$ cat src/design/prbs_pkg.sv
// Shared types, constants and helpers for the pattern self-test block
package prbs_pkg;

	typedef enum logic [2:0] {
		PAT_OFF = 3'b000,
		PAT_PRBS7 = 3'b001,
		PAT_PRBS8 = 3'b010,
		PAT_PRBS10 = 3'b011,
		PAT_PRBS23 = 3'b100,
		PAT_HIGH = 3'b101,
		PAT_LOW = 3'b110
	} pattern_e;

	typedef enum logic [1:0] {
		GEN_ALIGN_HI = 2'b00,
		GEN_ALIGN_LO = 2'b01,
		GEN_RUN = 2'b10
	} gen_phase_e;

	typedef enum logic [2:0] {
		VER_IDLE = 3'b000,
		VER_SEARCH = 3'b001,
		VER_WARM = 3'b010,
		VER_COUNT = 3'b011,
		VER_DONE = 3'b100
	} ver_e;

	typedef struct packed {
		pattern_e pattern;
		logic width10;
		logic basic_mode;
		logic loopback_en;
	} selftest_cfg_s;

	typedef struct packed {
		logic done;
		logic err;
		logic aligned;
	} verify_status_s;

	typedef struct packed {
		logic [22:0] hist;
		logic [9:0] word;
	} prbs_step_s;

	localparam logic [15:0] ALIGN_PRBS7 = 16'h3040;
	localparam logic [15:0] ALIGN_PRBS8 = 16'hff5a;
	localparam logic [15:0] ALIGN_PRBS23 = 16'hffff;
	localparam logic [9:0] ALIGN_PRBS10 = 10'h3ff;
	// Bit 0 leaves the serializer first
	localparam logic [9:0] HIGH_WORD10 = 10'h155;
	localparam logic [7:0] HIGH_WORD8 = 8'h55;
	localparam logic [9:0] LOW_WORD10 = 10'h01f;
	localparam logic [9:0] MASK10 = 10'h3ff;
	localparam logic [9:0] MASK8 = 10'h0ff;
	localparam logic [22:0] HIST_SEED = 23'h7fffff;
	localparam logic [9:0] WORD_RESET = 10'h000;
	localparam logic [4:0] DEG7 = 5'd7;
	localparam logic [4:0] TAP7 = 5'd6;
	localparam logic [4:0] DEG8 = 5'd8;
	localparam logic [4:0] TAP8 = 5'd7;
	localparam logic [4:0] DEG10 = 5'd10;
	localparam logic [4:0] TAP10 = 5'd7;
	localparam logic [4:0] DEG23 = 5'd23;
	localparam logic [4:0] TAP23 = 5'd18;
	localparam logic [23:0] CYCLE_WORDS7 = 24'((2**(7-1) + 7) / 8);
	localparam logic [23:0] CYCLE_WORDS8 = 24'((2**(8-1) + 7) / 8);
	localparam logic [23:0] CYCLE_WORDS10 = 24'((2**(10-1) + 9) / 10);
	localparam int unsigned CYCLE_WORDS23 = (2**(23-1) + 7) / 8;
	localparam logic [1:0] WARM_WORDS = 2'd3;
	localparam logic [1:0] ERR_HOLD_CYCLES = 2'd3;

	function automatic logic is_prbs(input pattern_e p);
		is_prbs = (p == PAT_PRBS7) || (p == PAT_PRBS8) ||
			(p == PAT_PRBS10) || (p == PAT_PRBS23);
	endfunction

	function automatic logic pattern_ok(input pattern_e p, input logic w10);
		case (p)
			PAT_PRBS7, PAT_PRBS8, PAT_PRBS23: pattern_ok = !w10;
			PAT_PRBS10, PAT_LOW: pattern_ok = w10;
			PAT_HIGH: pattern_ok = 1'b1;
			default: pattern_ok = 1'b0;
		endcase
	endfunction

	function automatic logic [9:0] taps(input pattern_e p);
		case (p)
			PAT_PRBS8: taps = {DEG8, TAP8};
			PAT_PRBS10: taps = {DEG10, TAP10};
			PAT_PRBS23: taps = {DEG23, TAP23};
			default: taps = {DEG7, TAP7};
		endcase
	endfunction

	function automatic logic [15:0] align16(input pattern_e p);
		case (p)
			PAT_PRBS8: align16 = ALIGN_PRBS8;
			PAT_PRBS23: align16 = ALIGN_PRBS23;
			default: align16 = ALIGN_PRBS7;
		endcase
	endfunction

	// One parallel word of a Fibonacci sequence; follow_rx self-seeds
	function automatic prbs_step_s prbs_step(input logic [22:0] h,
			input logic [9:0] tp, input logic w10, input logic [9:0] rx,
			input logic follow_rx);
		prbs_step_s s;
		logic b;
		int i;
		s.hist = h;
		s.word = WORD_RESET;
		for (i = 0; i < 10; i++) begin
			if (i < 8 || w10) begin
				b = s.hist[tp[9:5] - 5'd1] ^ s.hist[tp[4:0] - 5'd1];
				s.word[i] = b;
				s.hist = {s.hist[21:0], follow_rx ? rx[i] : b};
			end
		end
		return s;
	endfunction

endpackage

$ cat src/design/prbs_pattern_gen.sv
// Transmit-side pattern generator feeding the serializer word
`timescale 1ns/1ps
module prbs_pattern_gen (
	// Clock and resets
	input wire logic clk,
	input wire logic rst_b,
	input wire logic tx_digitalreset,
	// Configuration
	input prbs_pkg::selftest_cfg_s cfg,
	// Parallel word to the serializer
	output logic [9:0] tx_word
);
	import prbs_pkg::*;

	typedef struct packed {
		gen_phase_e phase;
		logic [22:0] hist;
		logic [9:0] word;
	} gen_state_s;

	localparam gen_state_s GEN_RESET = '{GEN_ALIGN_HI, HIST_SEED, WORD_RESET};

	gen_state_s gen_r;
	gen_state_s gen_nxt;
	prbs_step_s step;
	logic [15:0] al;

	always_comb begin
		gen_nxt = gen_r;
		al = align16(cfg.pattern);
		step = prbs_step(gen_r.hist, taps(cfg.pattern), cfg.width10,
			WORD_RESET, 1'b0);
		if (!cfg.basic_mode || !pattern_ok(cfg.pattern, cfg.width10)) begin
			gen_nxt = GEN_RESET;
		end else if (cfg.pattern == PAT_HIGH) begin
			gen_nxt.word = cfg.width10 ? HIGH_WORD10 : {2'b00, HIGH_WORD8};
		end else if (cfg.pattern == PAT_LOW) begin
			gen_nxt.word = LOW_WORD10;
		end else begin
			// Alignment word first so the far word aligner can lock
			case (gen_r.phase)
				GEN_ALIGN_HI: begin
					gen_nxt.word = cfg.width10 ? ALIGN_PRBS10 : {2'b00, al[15:8]};
					gen_nxt.phase = cfg.width10 ? GEN_RUN : GEN_ALIGN_LO;
				end
				GEN_ALIGN_LO: begin
					gen_nxt.word = {2'b00, al[7:0]};
					gen_nxt.phase = GEN_RUN;
				end
				GEN_RUN: begin
					// Free-running register wraps on its own
					gen_nxt.word = step.word;
					gen_nxt.hist = step.hist;
				end
				default: gen_nxt.phase = GEN_ALIGN_HI;
			endcase
		end
		if (!rst_b || tx_digitalreset) begin
			gen_nxt = GEN_RESET;
		end
	end

	always_ff @(posedge clk) begin
		gen_r <= gen_nxt;
	end

	assign tx_word = gen_r.word;

endmodule // prbs_pattern_gen

$ cat src/design/prbs_selftest.sv
// Per-channel pattern self-test: generator, loopback and verifier
//
// Summary of operation
// - The generator drives the word ahead of the serializer and the verifier checks words after the aligner.
// - Each pseudo-random sequence repeats forever, one cycle being 2^(X-1) bits long for degree X.
// - Degree 7 uses x^7+x^6+1, 8-bit width only, aligned on 16'h3040.
// - Degree 8 uses x^8+x^7+1, 8-bit width only, aligned on 16'hff5a.
// - Degree 10 uses x^10+x^7+1, 10-bit width only, aligned on 10'h3ff.
// - Degree 23 uses x^23+x^18+1, 8-bit width only, aligned on 16'hffff.
// - High frequency is alternating ones and zeros at either width; low frequency is five and five at 10 bits only.
// - The generated word is 8 or 10 bits wide as the channel width says.
// - The toggle patterns get no checking and never touch the flags.
// - Optional serial loopback returns the generated word to the verifier input.
// - After alignment, done rises after one full pattern cycle and holds until receive reset.
// - After done, error is raised for at least three cycles on a mismatch and drops after a clean cycle.
// - Transmit reset clears the generator and receive reset clears the verifier.
// - Pattern generation and checking run only in the basic functional mode.
`timescale 1ns/1ps
module prbs_selftest #(
	parameter int unsigned PRBS23_CYCLE_WORDS = prbs_pkg::CYCLE_WORDS23
) (
	// Clock and resets
	input wire logic clk,
	input wire logic rst_b,
	input wire logic tx_digitalreset,
	input wire logic rx_digitalreset,
	// Configuration from fabric
	input prbs_pkg::selftest_cfg_s cfg,
	// Serial side, parallel words
	output logic [9:0] tx_word,
	input wire logic [9:0] rx_word,
	// Verifier status
	output prbs_pkg::verify_status_s status
);
	import prbs_pkg::*;

	typedef struct packed {
		ver_e st;
		logic [9:0] rx_d;
		logic [9:0] rx_prev;
		logic [22:0] hist;
		logic [23:0] cnt;
		logic [1:0] warm;
		logic [1:0] hold;
		logic dirty;
		logic done;
		logic err;
		logic aligned;
	} ver_state_s;

	localparam ver_state_s VER_RESET = '{VER_IDLE, WORD_RESET, WORD_RESET,
		HIST_SEED, 24'h000000, 2'd0, 2'd0, 1'b0, 1'b0, 1'b0, 1'b0};

	ver_state_s ver_r;
	ver_state_s ver_nxt;
	prbs_step_s step;
	logic [9:0] rx_src;
	logic [9:0] mask;
	logic [23:0] cyc;
	logic ver_en;
	logic mism;
	logic match;
	logic cyc_end;

	function automatic logic [23:0] cycle_words(input pattern_e p);
		case (p)
			PAT_PRBS7: cycle_words = CYCLE_WORDS7;
			PAT_PRBS8: cycle_words = CYCLE_WORDS8;
			PAT_PRBS10: cycle_words = CYCLE_WORDS10;
			PAT_PRBS23: cycle_words = PRBS23_CYCLE_WORDS[23:0];
			default: cycle_words = CYCLE_WORDS7;
		endcase
	endfunction

	prbs_pattern_gen u_gen (
		.clk(clk),
		.rst_b(rst_b),
		.tx_digitalreset(tx_digitalreset),
		.cfg(cfg),
		.tx_word(tx_word)
	);

	// Loopback taps the word before it reaches the serial pins
	assign rx_src = cfg.loopback_en ? tx_word : rx_word;

	always_comb begin
		ver_nxt = ver_r;
		mask = cfg.width10 ? MASK10 : MASK8;
		cyc = cycle_words(cfg.pattern);
		ver_en = cfg.basic_mode && is_prbs(cfg.pattern) &&
			pattern_ok(cfg.pattern, cfg.width10);
		// Self-seeding check: expected bits come from received history
		step = prbs_step(ver_r.hist, taps(cfg.pattern), cfg.width10,
			ver_r.rx_d, 1'b1);
		mism = |((step.word ^ ver_r.rx_d) & mask);
		match = cfg.width10 ? (ver_r.rx_d == ALIGN_PRBS10) :
			({ver_r.rx_prev[7:0], ver_r.rx_d[7:0]} ==
			align16(cfg.pattern));
		// At or past the end, so a pattern change cannot run the count away
		cyc_end = (ver_r.cnt >= cyc - 24'd1);

		ver_nxt.rx_d = rx_src & mask;
		ver_nxt.rx_prev = ver_r.rx_d;
		ver_nxt.hist = step.hist;

		if (!ver_en) begin
			// Done is kept; only rst_b or the receive reset clears it
			ver_nxt.st = VER_IDLE;
			ver_nxt.aligned = 1'b0;
			ver_nxt.err = 1'b0;
			ver_nxt.hold = 2'd0;
			ver_nxt.dirty = 1'b0;
		end else begin
			case (ver_r.st)
				VER_IDLE: begin
					ver_nxt.st = VER_SEARCH;
				end
				VER_SEARCH: begin
					if (match) begin
						ver_nxt.st = VER_WARM;
						ver_nxt.aligned = 1'b1;
						ver_nxt.warm = 2'd0;
					end
				end
				VER_WARM: begin
					// History must fill before any bit can be judged
					if (ver_r.warm == WARM_WORDS - 2'd1) begin
						ver_nxt.st = VER_COUNT;
						ver_nxt.cnt = 24'h000000;
					end else begin
						ver_nxt.warm = ver_r.warm + 2'd1;
					end
				end
				VER_COUNT: begin
					if (cyc_end) begin
						ver_nxt.st = VER_DONE;
						ver_nxt.done = 1'b1;
						ver_nxt.cnt = 24'h000000;
						ver_nxt.dirty = 1'b0;
					end else begin
						ver_nxt.cnt = ver_r.cnt + 24'd1;
					end
				end
				VER_DONE: begin
					ver_nxt.cnt = cyc_end ? 24'h000000 : ver_r.cnt + 24'd1;
					if (ver_r.hold != 2'd0) begin
						ver_nxt.hold = ver_r.hold - 2'd1;
					end
					if (cyc_end) begin
						ver_nxt.dirty = 1'b0;
						if (!ver_r.dirty && !mism && ver_r.hold == 2'd0) begin
							ver_nxt.err = 1'b0;
						end
					end else if (mism) begin
						ver_nxt.dirty = 1'b1;
					end
					// Set after clear so a fresh mismatch always wins
					if (mism) begin
						ver_nxt.err = 1'b1;
						ver_nxt.hold = ERR_HOLD_CYCLES - 2'd1;
					end
				end
				default: ver_nxt.st = VER_IDLE;
			endcase
		end

		if (!rst_b || rx_digitalreset) begin
			ver_nxt = VER_RESET;
		end
	end

	always_ff @(posedge clk) begin
		ver_r <= ver_nxt;
	end

	assign status.done = ver_r.done;
	assign status.err = ver_r.err;
	assign status.aligned = ver_r.aligned;

	// Checks on the verifier and the generator

	property p_done_sticky;
		@(posedge clk) disable iff (!rst_b || rx_digitalreset)
		status.done |=> status.done;
	endproperty
	a_done_sticky: assert property (p_done_sticky)
		else $error("done dropped without receive reset");

	property p_done_after_count;
		@(posedge clk) disable iff (!rst_b || rx_digitalreset)
		$rose(status.done) |-> $past(ver_r.st == VER_COUNT);
	endproperty
	a_done_after_count: assert property (p_done_after_count)
		else $error("done rose without a counted pattern cycle");

	property p_err_needs_done;
		@(posedge clk) disable iff (!rst_b || rx_digitalreset)
		status.err |-> status.done;
	endproperty
	a_err_needs_done: assert property (p_err_needs_done)
		else $error("error flag before done");

	property p_err_min_three;
		@(posedge clk) disable iff (!rst_b || rx_digitalreset)
		$rose(status.err) && ver_en |=> (status.err || !ver_en) [*2];
	endproperty
	a_err_min_three: assert property (p_err_min_three)
		else $error("error flag shorter than three cycles");

	property p_err_on_mismatch;
		@(posedge clk) disable iff (!rst_b || rx_digitalreset)
		(ver_r.st == VER_DONE) && ver_en && mism |=> status.err;
	endproperty
	a_err_on_mismatch: assert property (p_err_on_mismatch)
		else $error("mismatch after done not flagged");

	property p_no_err_unlocked;
		@(posedge clk) disable iff (!rst_b || rx_digitalreset)
		(ver_r.st != VER_DONE) |-> !status.err;
	endproperty
	a_no_err_unlocked: assert property (p_no_err_unlocked)
		else $error("error flag outside the checking state");

	property p_toggle_unchecked;
		@(posedge clk) disable iff (!rst_b || rx_digitalreset)
		(cfg.pattern == PAT_HIGH || cfg.pattern == PAT_LOW) |=>
			!status.aligned && !status.err;
	endproperty
	a_toggle_unchecked: assert property (p_toggle_unchecked)
		else $error("toggle pattern touched the verifier flags");

	property p_basic_only;
		@(posedge clk) disable iff (!rst_b || tx_digitalreset)
		!cfg.basic_mode |=> (tx_word == WORD_RESET);
	endproperty
	a_basic_only: assert property (p_basic_only)
		else $error("pattern sent outside basic mode");

	property p_width8;
		@(posedge clk) disable iff (!rst_b || tx_digitalreset)
		!cfg.width10 |=> (tx_word[9:8] == 2'b00);
	endproperty
	a_width8: assert property (p_width8)
		else $error("upper bits driven at 8-bit width");

	property p_loopback;
		@(posedge clk) disable iff (!rst_b || rx_digitalreset)
		cfg.loopback_en |=> ver_r.rx_d == ($past(tx_word) & mask);
	endproperty
	a_loopback: assert property (p_loopback)
		else $error("loopback word did not reach the verifier");

	property p_lock_on_align;
		@(posedge clk) disable iff (!rst_b || rx_digitalreset)
		(ver_r.st == VER_SEARCH) && ver_en && match |=>
			(ver_r.st == VER_WARM) && status.aligned;
	endproperty
	a_lock_on_align: assert property (p_lock_on_align)
		else $error("alignment word seen but no lock");

	property p_tx_reset;
		@(posedge clk) tx_digitalreset |=> (tx_word == WORD_RESET);
	endproperty
	a_tx_reset: assert property (p_tx_reset)
		else $error("generator not cleared by transmit reset");

	// Far aligner can only lock if the alignment word leads the sequence
	property p_align_first;
		@(posedge clk) disable iff (!rst_b)
		$fell(tx_digitalreset) && cfg.basic_mode && is_prbs(cfg.pattern) &&
			pattern_ok(cfg.pattern, cfg.width10) |=>
			($past(cfg.width10) ? (tx_word == ALIGN_PRBS10) :
			({tx_word[7:0], 8'h00} ==
			(align16($past(cfg.pattern)) & 16'hff00)));
	endproperty
	a_align_first: assert property (p_align_first)
		else $error("pattern did not open with its alignment word");

	property p_err_locked;
		@(posedge clk) disable iff (!rst_b || rx_digitalreset)
		status.err |-> status.aligned;
	endproperty
	a_err_locked: assert property (p_err_locked)
		else $error("error flag without alignment lock");

	property p_done_locked;
		@(posedge clk) disable iff (!rst_b || rx_digitalreset)
		$rose(status.done) |-> status.aligned;
	endproperty
	a_done_locked: assert property (p_done_locked)
		else $error("done rose before alignment lock");

	property p_count_bound;
		@(posedge clk) disable iff (!rst_b || rx_digitalreset)
		$stable(cfg.pattern) &&
			(ver_r.st == VER_COUNT || ver_r.st == VER_DONE) |->
			(ver_r.cnt < cyc);
	endproperty
	a_count_bound: assert property (p_count_bound)
		else $error("word counter ran past one pattern cycle");

	property p_unsupported_idle;
		@(posedge clk) disable iff (!rst_b || rx_digitalreset)
		!ver_en |=> !status.aligned && !status.err;
	endproperty
	a_unsupported_idle: assert property (p_unsupported_idle)
		else $error("verifier flags active outside a checked mode");

	c_done: cover property (@(posedge clk) $rose(status.done));
	c_err_set: cover property (@(posedge clk) $rose(status.err));
	c_err_clear: cover property (@(posedge clk) $fell(status.err) &&
		status.done);
	c_lock: cover property (@(posedge clk) $rose(status.aligned) &&
		cfg.loopback_en);
	c_done_line: cover property (@(posedge clk) $rose(status.done) &&
		!cfg.loopback_en);

endmodule // prbs_selftest

$ cat config.mk
export PLATFORM = sky130hd
export DESIGN_NAME = prbs_selftest
export DESIGN_NICKNAME = d
export VERILOG_FILES = /design/src/design/prbs_pkg.sv /design/src/design/prbs_pattern_gen.sv /design/src/design/prbs_selftest.sv
export SDC_FILE = /design/constraint.sdc
export NUM_CORES = 1
export LEC_CHECK = 0
export ABC_AREA = 0
export BUFFER_PORTS_ARGS = -buffer_cell sky130_fd_sc_hd__buf_2
export CORE_ASPECT_RATIO = 0.8
export CORE_MARGIN = 1.5
export CORE_UTILIZATION = 58
export CTS_BUF_LIST = sky130_fd_sc_hd__clkbuf_4 sky130_fd_sc_hd__clkbuf_8
export DETAILED_ROUTE_END_ITERATION = 8
export PLACE_DENSITY = 0.79
export REMOVE_ABC_BUFFERS = 1
export SLEW_MARGIN = 15
export SYNTH_ARGS = -nofsm -noshare
export SYNTH_HDL_FRONTEND = slang
export SYNTH_HIERARCHICAL = 1
export SYNTH_SLANG_ARGS = --single-unit
export TNS_END_PERCENT = 30
$ cat constraint.sdc
create_clock -name clk -period 3.4 [get_ports clk]
set_input_delay 0.68 -clock clk [delete_from_list [all_inputs] [get_ports clk]]
set_output_delay 0.68 -clock clk [all_outputs]
set_load 0.02 [all_outputs]
-- Word level (Yosys, flattened, before mapping)
Cells that the tools add are included.
- register bits: 111
- input bits: 20
- logic and storage cells: 233
- add/sub/neg operators: 6
- order comparisons: 3
- eq/ne operators: 20
- multiplexer cells: 119
- bitwise gates (word level): 28
- reductions and logical operators: 43
- operators by type and width (operator ; count):
    $bmux W1 S5 ; 40
    $mux W24 ; 4
    $pmux W10 S3 ; 2
    $pmux W20 S3 ; 1
    $mux W10 ; 5
    $mux W1 ; 48
    $pmux W24 S2 ; 1
    $mux W23 ; 2
    $pmux W16 S2 ; 1
    $add A24 B1 Y24 const B ; 1
    $ge A24 B24 Y1 ; 1
    $sub A24 B1 Y24 const B ; 1
    $and A10 B10 Y10 ; 2
    $xor A1 B1 Y1 ; 20
    $reduce_and A3 Y1 ; 6
    $eq A16 B16 Y1 ; 1
    $pmux W3 S5 ; 1
    $reduce_bool A2 Y1 ; 7
    $eq A3 B2 Y1 const B ; 4
    $eq A3 B3 Y1 const B ; 4
    $lt A5 B6 Y1 const B ; 2
    $mux W2 ; 6
    $eq A10 B10 Y1 const B ; 1
    $reduce_or A10 Y1 ; 1
    other kinds (26) ; 57

-- Depth between registers and ports, before layout
- word-level depth: 38
- gate-level depth with buffers: 14
- depth with buffers taken out: 11

-- Hierarchy
The synthesis kept the hierarchy.
- by module, submodules not included (module ; instances ; cells an instance ; area an instance (um2) ; seq. area each (um2)):
    prbs_selftest ; 1 ; 568 ; 4702.0 ; 1521.5
    prbs_pattern_gen ; 1 ; 355 ; 2768.9 ; 700.7

-- Worst setup path after synthesis
No wires, ideal clock.
- path kind: input -> register
- from: input port cfg[3] (netlist bit)
- to: register ver_r[25] (netlist bit)
- setup time: 0.074 ns
- arrival time: 3.220 ns
- data required time: 3.326 ns
- path slack: 0.106 ns
- stages: 12
- cells stage by stage: buf_6 > nor3b_2 > inv_2 > buf_2 > ha_1 > nor4_1 > o211ai_1 > a31oi_1 > o21ai_2 > or3_1 > or3_1 > a31oi_1
- word-level cells in the longest chain between the ends: 7
- RTL lines (what ; line ; text):
    start: declaration ; prbs_selftest.sv:28 ; input prbs_pkg::selftest_cfg_s cfg,
    parallel branches: the longest is 7 deep, another holds $sub A24 B1 Y24 ; - ;
    end signal: assignment ; prbs_selftest.sv:173 ; ver_r <= ver_nxt;
    end: declaration ; prbs_selftest.sv:54 ; ver_state_s ver_r;
Parallel ways; which one is timed is not known.
A chain may end at the register's enable or synchronous reset.

-- Worst setup path after layout
- from: input port cfg[4] (netlist bit)
- to: register ver_r[13] (netlist bit)
The elaborated chain is that of the path after synthesis.

==> summary.md <==
| Metric | Value |
|---|---|
| Ys async rst share | `0` |
| Grt ovf | `0` |
| P_leak | `3.16 nW` |
| CTS tree | `done` |
| Die area | `13600 µm²` |
| Core Region | `12400 µm²` |
| Final min period | `2970 ps` |
| H-tree depth | `3` |
| Hold path startpoint | `ver_r[3]` |
| Total of max-cap violations | `0` |
| Share of cells above drive strength 1 | `0.120` |
| Layout area overhead | `4.69%` |
| Vias | `6855` |
| Synthesis-stage register bit count | `approximately 110` |
| Critical Path RT | `3750 ps` |
| Die height | `105 µm` |
| Max Slew Vio Count | `0` |
| Placed cell areas | `~7600 µm²` |
| Port buffer count | `32` |
| Final worst path period share | `0.875` |
| Setup crit end kind | `register` |
| Initial DRC count | `809` |
| WP buf/inv | `2` |
| Share of the synthesized area in the top cell type | `0.297` |
| Hold endpoint | `ver_r[3]` |
| Maximum clock path buffer count | `2` |
| CTS-repair resized insts | `0` |
| Largest net degree at the start of global routing | `46` |
| Worst setup margin | `about 430 ps` |
| Commonest register cell after synthesis | `dfxtp_1` |
| Mean Syn Cell Area | `approximately 8.1 µm²` |
| PD cells | `336 nW/µm²` |
| Setup slack, reg-to-reg | `approximately 950 ps` |
| CTS Buf Count | `9` |
| # rows | `36` |
| Sequential area share after synthesis | `0.297` |
| Total Power | `2.63 mW` |
| Util after Layout | `0.631` |
| Status | `finished, final reports clean` |
| Fillers | `1100` |
| Hpwl dp | `13.7 mm` |
| Slowest cell on crit path | `nor2_1` |
| Slew @ Worst Pin | `812 ps` |
| Post-place setup slack | `roughly 53 ps` |
| Final setup fails | `0` |
| Max Clk Rate | `~340 MHz` |
| Antenna diodes | `0` |
| IO Count | `33` |
| Final Hold Vio Count | `0` |
| Post-synthesis xor/xnor area fraction | `0.0466` |
| Die Wd | `130 µm` |
| Post-route ant nets | `0` |
| CP max FO | `14` |
| Main combinational cell family by area after synthesis | `simple AND/OR/NAND/NOR gates` |
| Skew final | `roughly 16 ps` |
| Hold Crit Class | `register to register` |
| Initial cell density of the core | `0.603` |
| All-Layer GR Usage | `0.294` |
| # hold bufs at CTS | `0` |
| RR Startpoint | `ver_r[14]` |
| Dpl cells | `1074` |
| Clk_lat worst skew | `410 ps` |
| Vias in the first global route | `6291` |
| DRC errors left | `0` |
| Class of the most critical setup path | `primary input to register` |
| Clock transition at path regs | `roughly 120 ps` |
| Worst vdd ir | `0.320 mV` |
| Multiplexer area fraction after synthesis | `0.106` |
| Placer Congestion | `~1.0` |
| Hold Path Cell Cnt | `2` |
| Post-synth top area cell | `dfxtp_1` |
| Via/cell ratio | `6.29` |
| Register-to-Register Path Depth | `7` |
| Slowest stage delay, CP | `570 ps` |
| Synth cell types | `89` |
| Startpoint types | `primary input` |
| Post-synth EDFFs | `0` |
| Synth Area in Adders | `0.0385` |
| Post-Synth Simple-Gate Area | `0.228` |
| Unrepaired setup endpoints after global routing | `false` |
| Antenna violations before repair | `0` |
| R2r endpoint | `ver_r[13]` |
| Synth Warn # | `6` |
| Global-route wire length before repair | `~32 mm` |
| Layout net count | `957` |
| WHS | `488 ps` |
| Leading post-synthesis cells by cell area | `dfxtp_1 30%, mux2i_1 9.5%, nand2_1 4.8%, nor2_1 4.2%, ha_1 3.9%` |
| Post-route insts no fill | `1090` |
| Root Buffer | `clkbuf_8` |
| Clk sinks | `approximately 110` |
| Synth Cell Area | `7470 µm²` |
| Worst path arrival time | `3320 ps` |
| First-pass detailed-route iteration total | `5` |
| Setup TNS | `0 ps` |
| Postcts setup bufs | `0` |
| Post-route cell area | `7820 µm²` |
| Synth Area in Compound Gates | `0.208` |
| CP Cell Sequence | `buf_2 > nor3b_2 > inv_2 > ha_1 > nor4_1 > o211ai_1 > a31oi_1 > o2111ai_1 > nor2_1 > a22o_1` |
| Relative slew slack | `0.454` |
| Post-synthesis cell count | `923` |
| Top delay family on crit path | `simple AND/OR/NAND/NOR gates` |
| Post-Route WL | `slightly below 20 mm` |
| Avg WL per Cell | `17.7 µm` |
==> registers in the layout (all words and copies together) (netlist names) <==
name           cells
u_gen/tx_word     10
u_gen/gen_r       25
status             3
ver_r             73
==> final cells by class <==
class,count,area [µm²],area share
Clock buffer,9,124,0.0158
Clock inverter,7,93.8,0.0120
Inverter,27,101,0.0130
Multi-Input combinational cell,705,4680,0.599
Sequential cell,111,2220,0.284
Tap cell,171,214,0.0274
Timing Repair Buffer,60,383,0.0490
==> power by group <==
group	internal (mW)	switching (mW)	leakage, nW	total, mW
clock	0.306	0.555	0.108	0.861
combinational	0.165	0.247	2.16	0.412
sequential	1.32	0.0336	0.901	1.35
==> cell usage after synthesis (all sizes together) (4+ instances only) <==
cell / instances
dfxtp: 111
nand2: 95
nor2: 84
mux2i: 71
o21ai: 59
buf: 44
a21oi: 43
clkbuf: 36
inv: 27
nand3: 27
o211ai: 24
ha: 23
xnor2: 23
nor3: 22
a31oi: 17
nor2b: 15
a211oi: 14
and3: 14
or3: 14
xor2: 14
and2: 13
nand2b: 10
a22o: 9
nor4: 9
o22ai: 8
mux2: 7
nand4: 7
nor3b: 6
a2111oi: 5
or2: 5
a221oi: 4
a32oi: 4
o31ai: 4
==> metal layers <==
layer / vias to the layer above / GRT usage / share of wire
li1: 3293 / - / -
met1: 3220 / 0.436 / 0.47
met2: 319 / 0.423 / 0.43
met3: 23 / 0.0669 / 0.087
met4: 0 / 0.0849 / 0.013
met5: - / 0 / 0
==> cells in the final DEF, fill, tap and decap left out, types with 4 or more instances in the layout <==
master / synthesis / routed
dfxtp_1: 111 / 111
nand2_1: 95 / 95
nor2_1: 83 / 83
mux2i_1: 71 / 71
o21ai_0: 51 / 51
a21oi_1: 41 / 41
buf_2: 11 / 32
nand3_1: 27 / 27
buf_4: 19 / 27
inv_1: 25 / 25
o211ai_1: 24 / 24
xnor2_1: 23 / 23
ha_1: 23 / 23
nor3_1: 21 / 21
a31oi_1: 17 / 17
nor2b_1: 15 / 14
a211oi_1: 14 / 14
or3_1: 14 / 14
xor2_1: 14 / 14
and3_1: 13 / 13
and2_1: 11 / 11
nand2b_1: 9 / 9
nor4_1: 9 / 9
a22o_1: 9 / 9
clkbuf_8: 1 / 9
nand4_1: 7 / 7
o22ai_1: 7 / 7
mux2_2: 7 / 7
o21ai_1: 6 / 6
a32oi_1: 4 / 4
a221oi_1: 4 / 4
a2111oi_0: 4 / 4
o31ai_1: 4 / 4
==> worst reg2reg max path, cell delays in order, from the launching register on <==
cell and delay, ps:
dfxtp_1 380, ha_1 250, nor4_1 280, o211ai_1 140, a31oi_1 260, o2111ai_1 280
nor2_1 570, a22o_1 240
==> worst max path at each step <==
stage	from	end	depth (start not counted)
floorplan	cfg[4]	ver_r[10]	9
global placement	cfg[4]	ver_r[25]	11
detailed placement	cfg[4]	ver_r[13]	10
CTS	cfg[4]	ver_r[12]	10
global route	cfg[4]	ver_r[17]	10
finish	cfg[4]	ver_r[13]	10
==> cells by family after synthesis <==
group / count (synthesis)
flip-flops: 111
AO/OA/AOI/OAI: 229
buffers and inverters: 107
multiplexers: 78
AND/OR/NAND/NOR: 337
XOR/XNOR: 38
adder cells (fa/ha/maj): 23
Note: power is estimated with default switching activity, not from simulation.
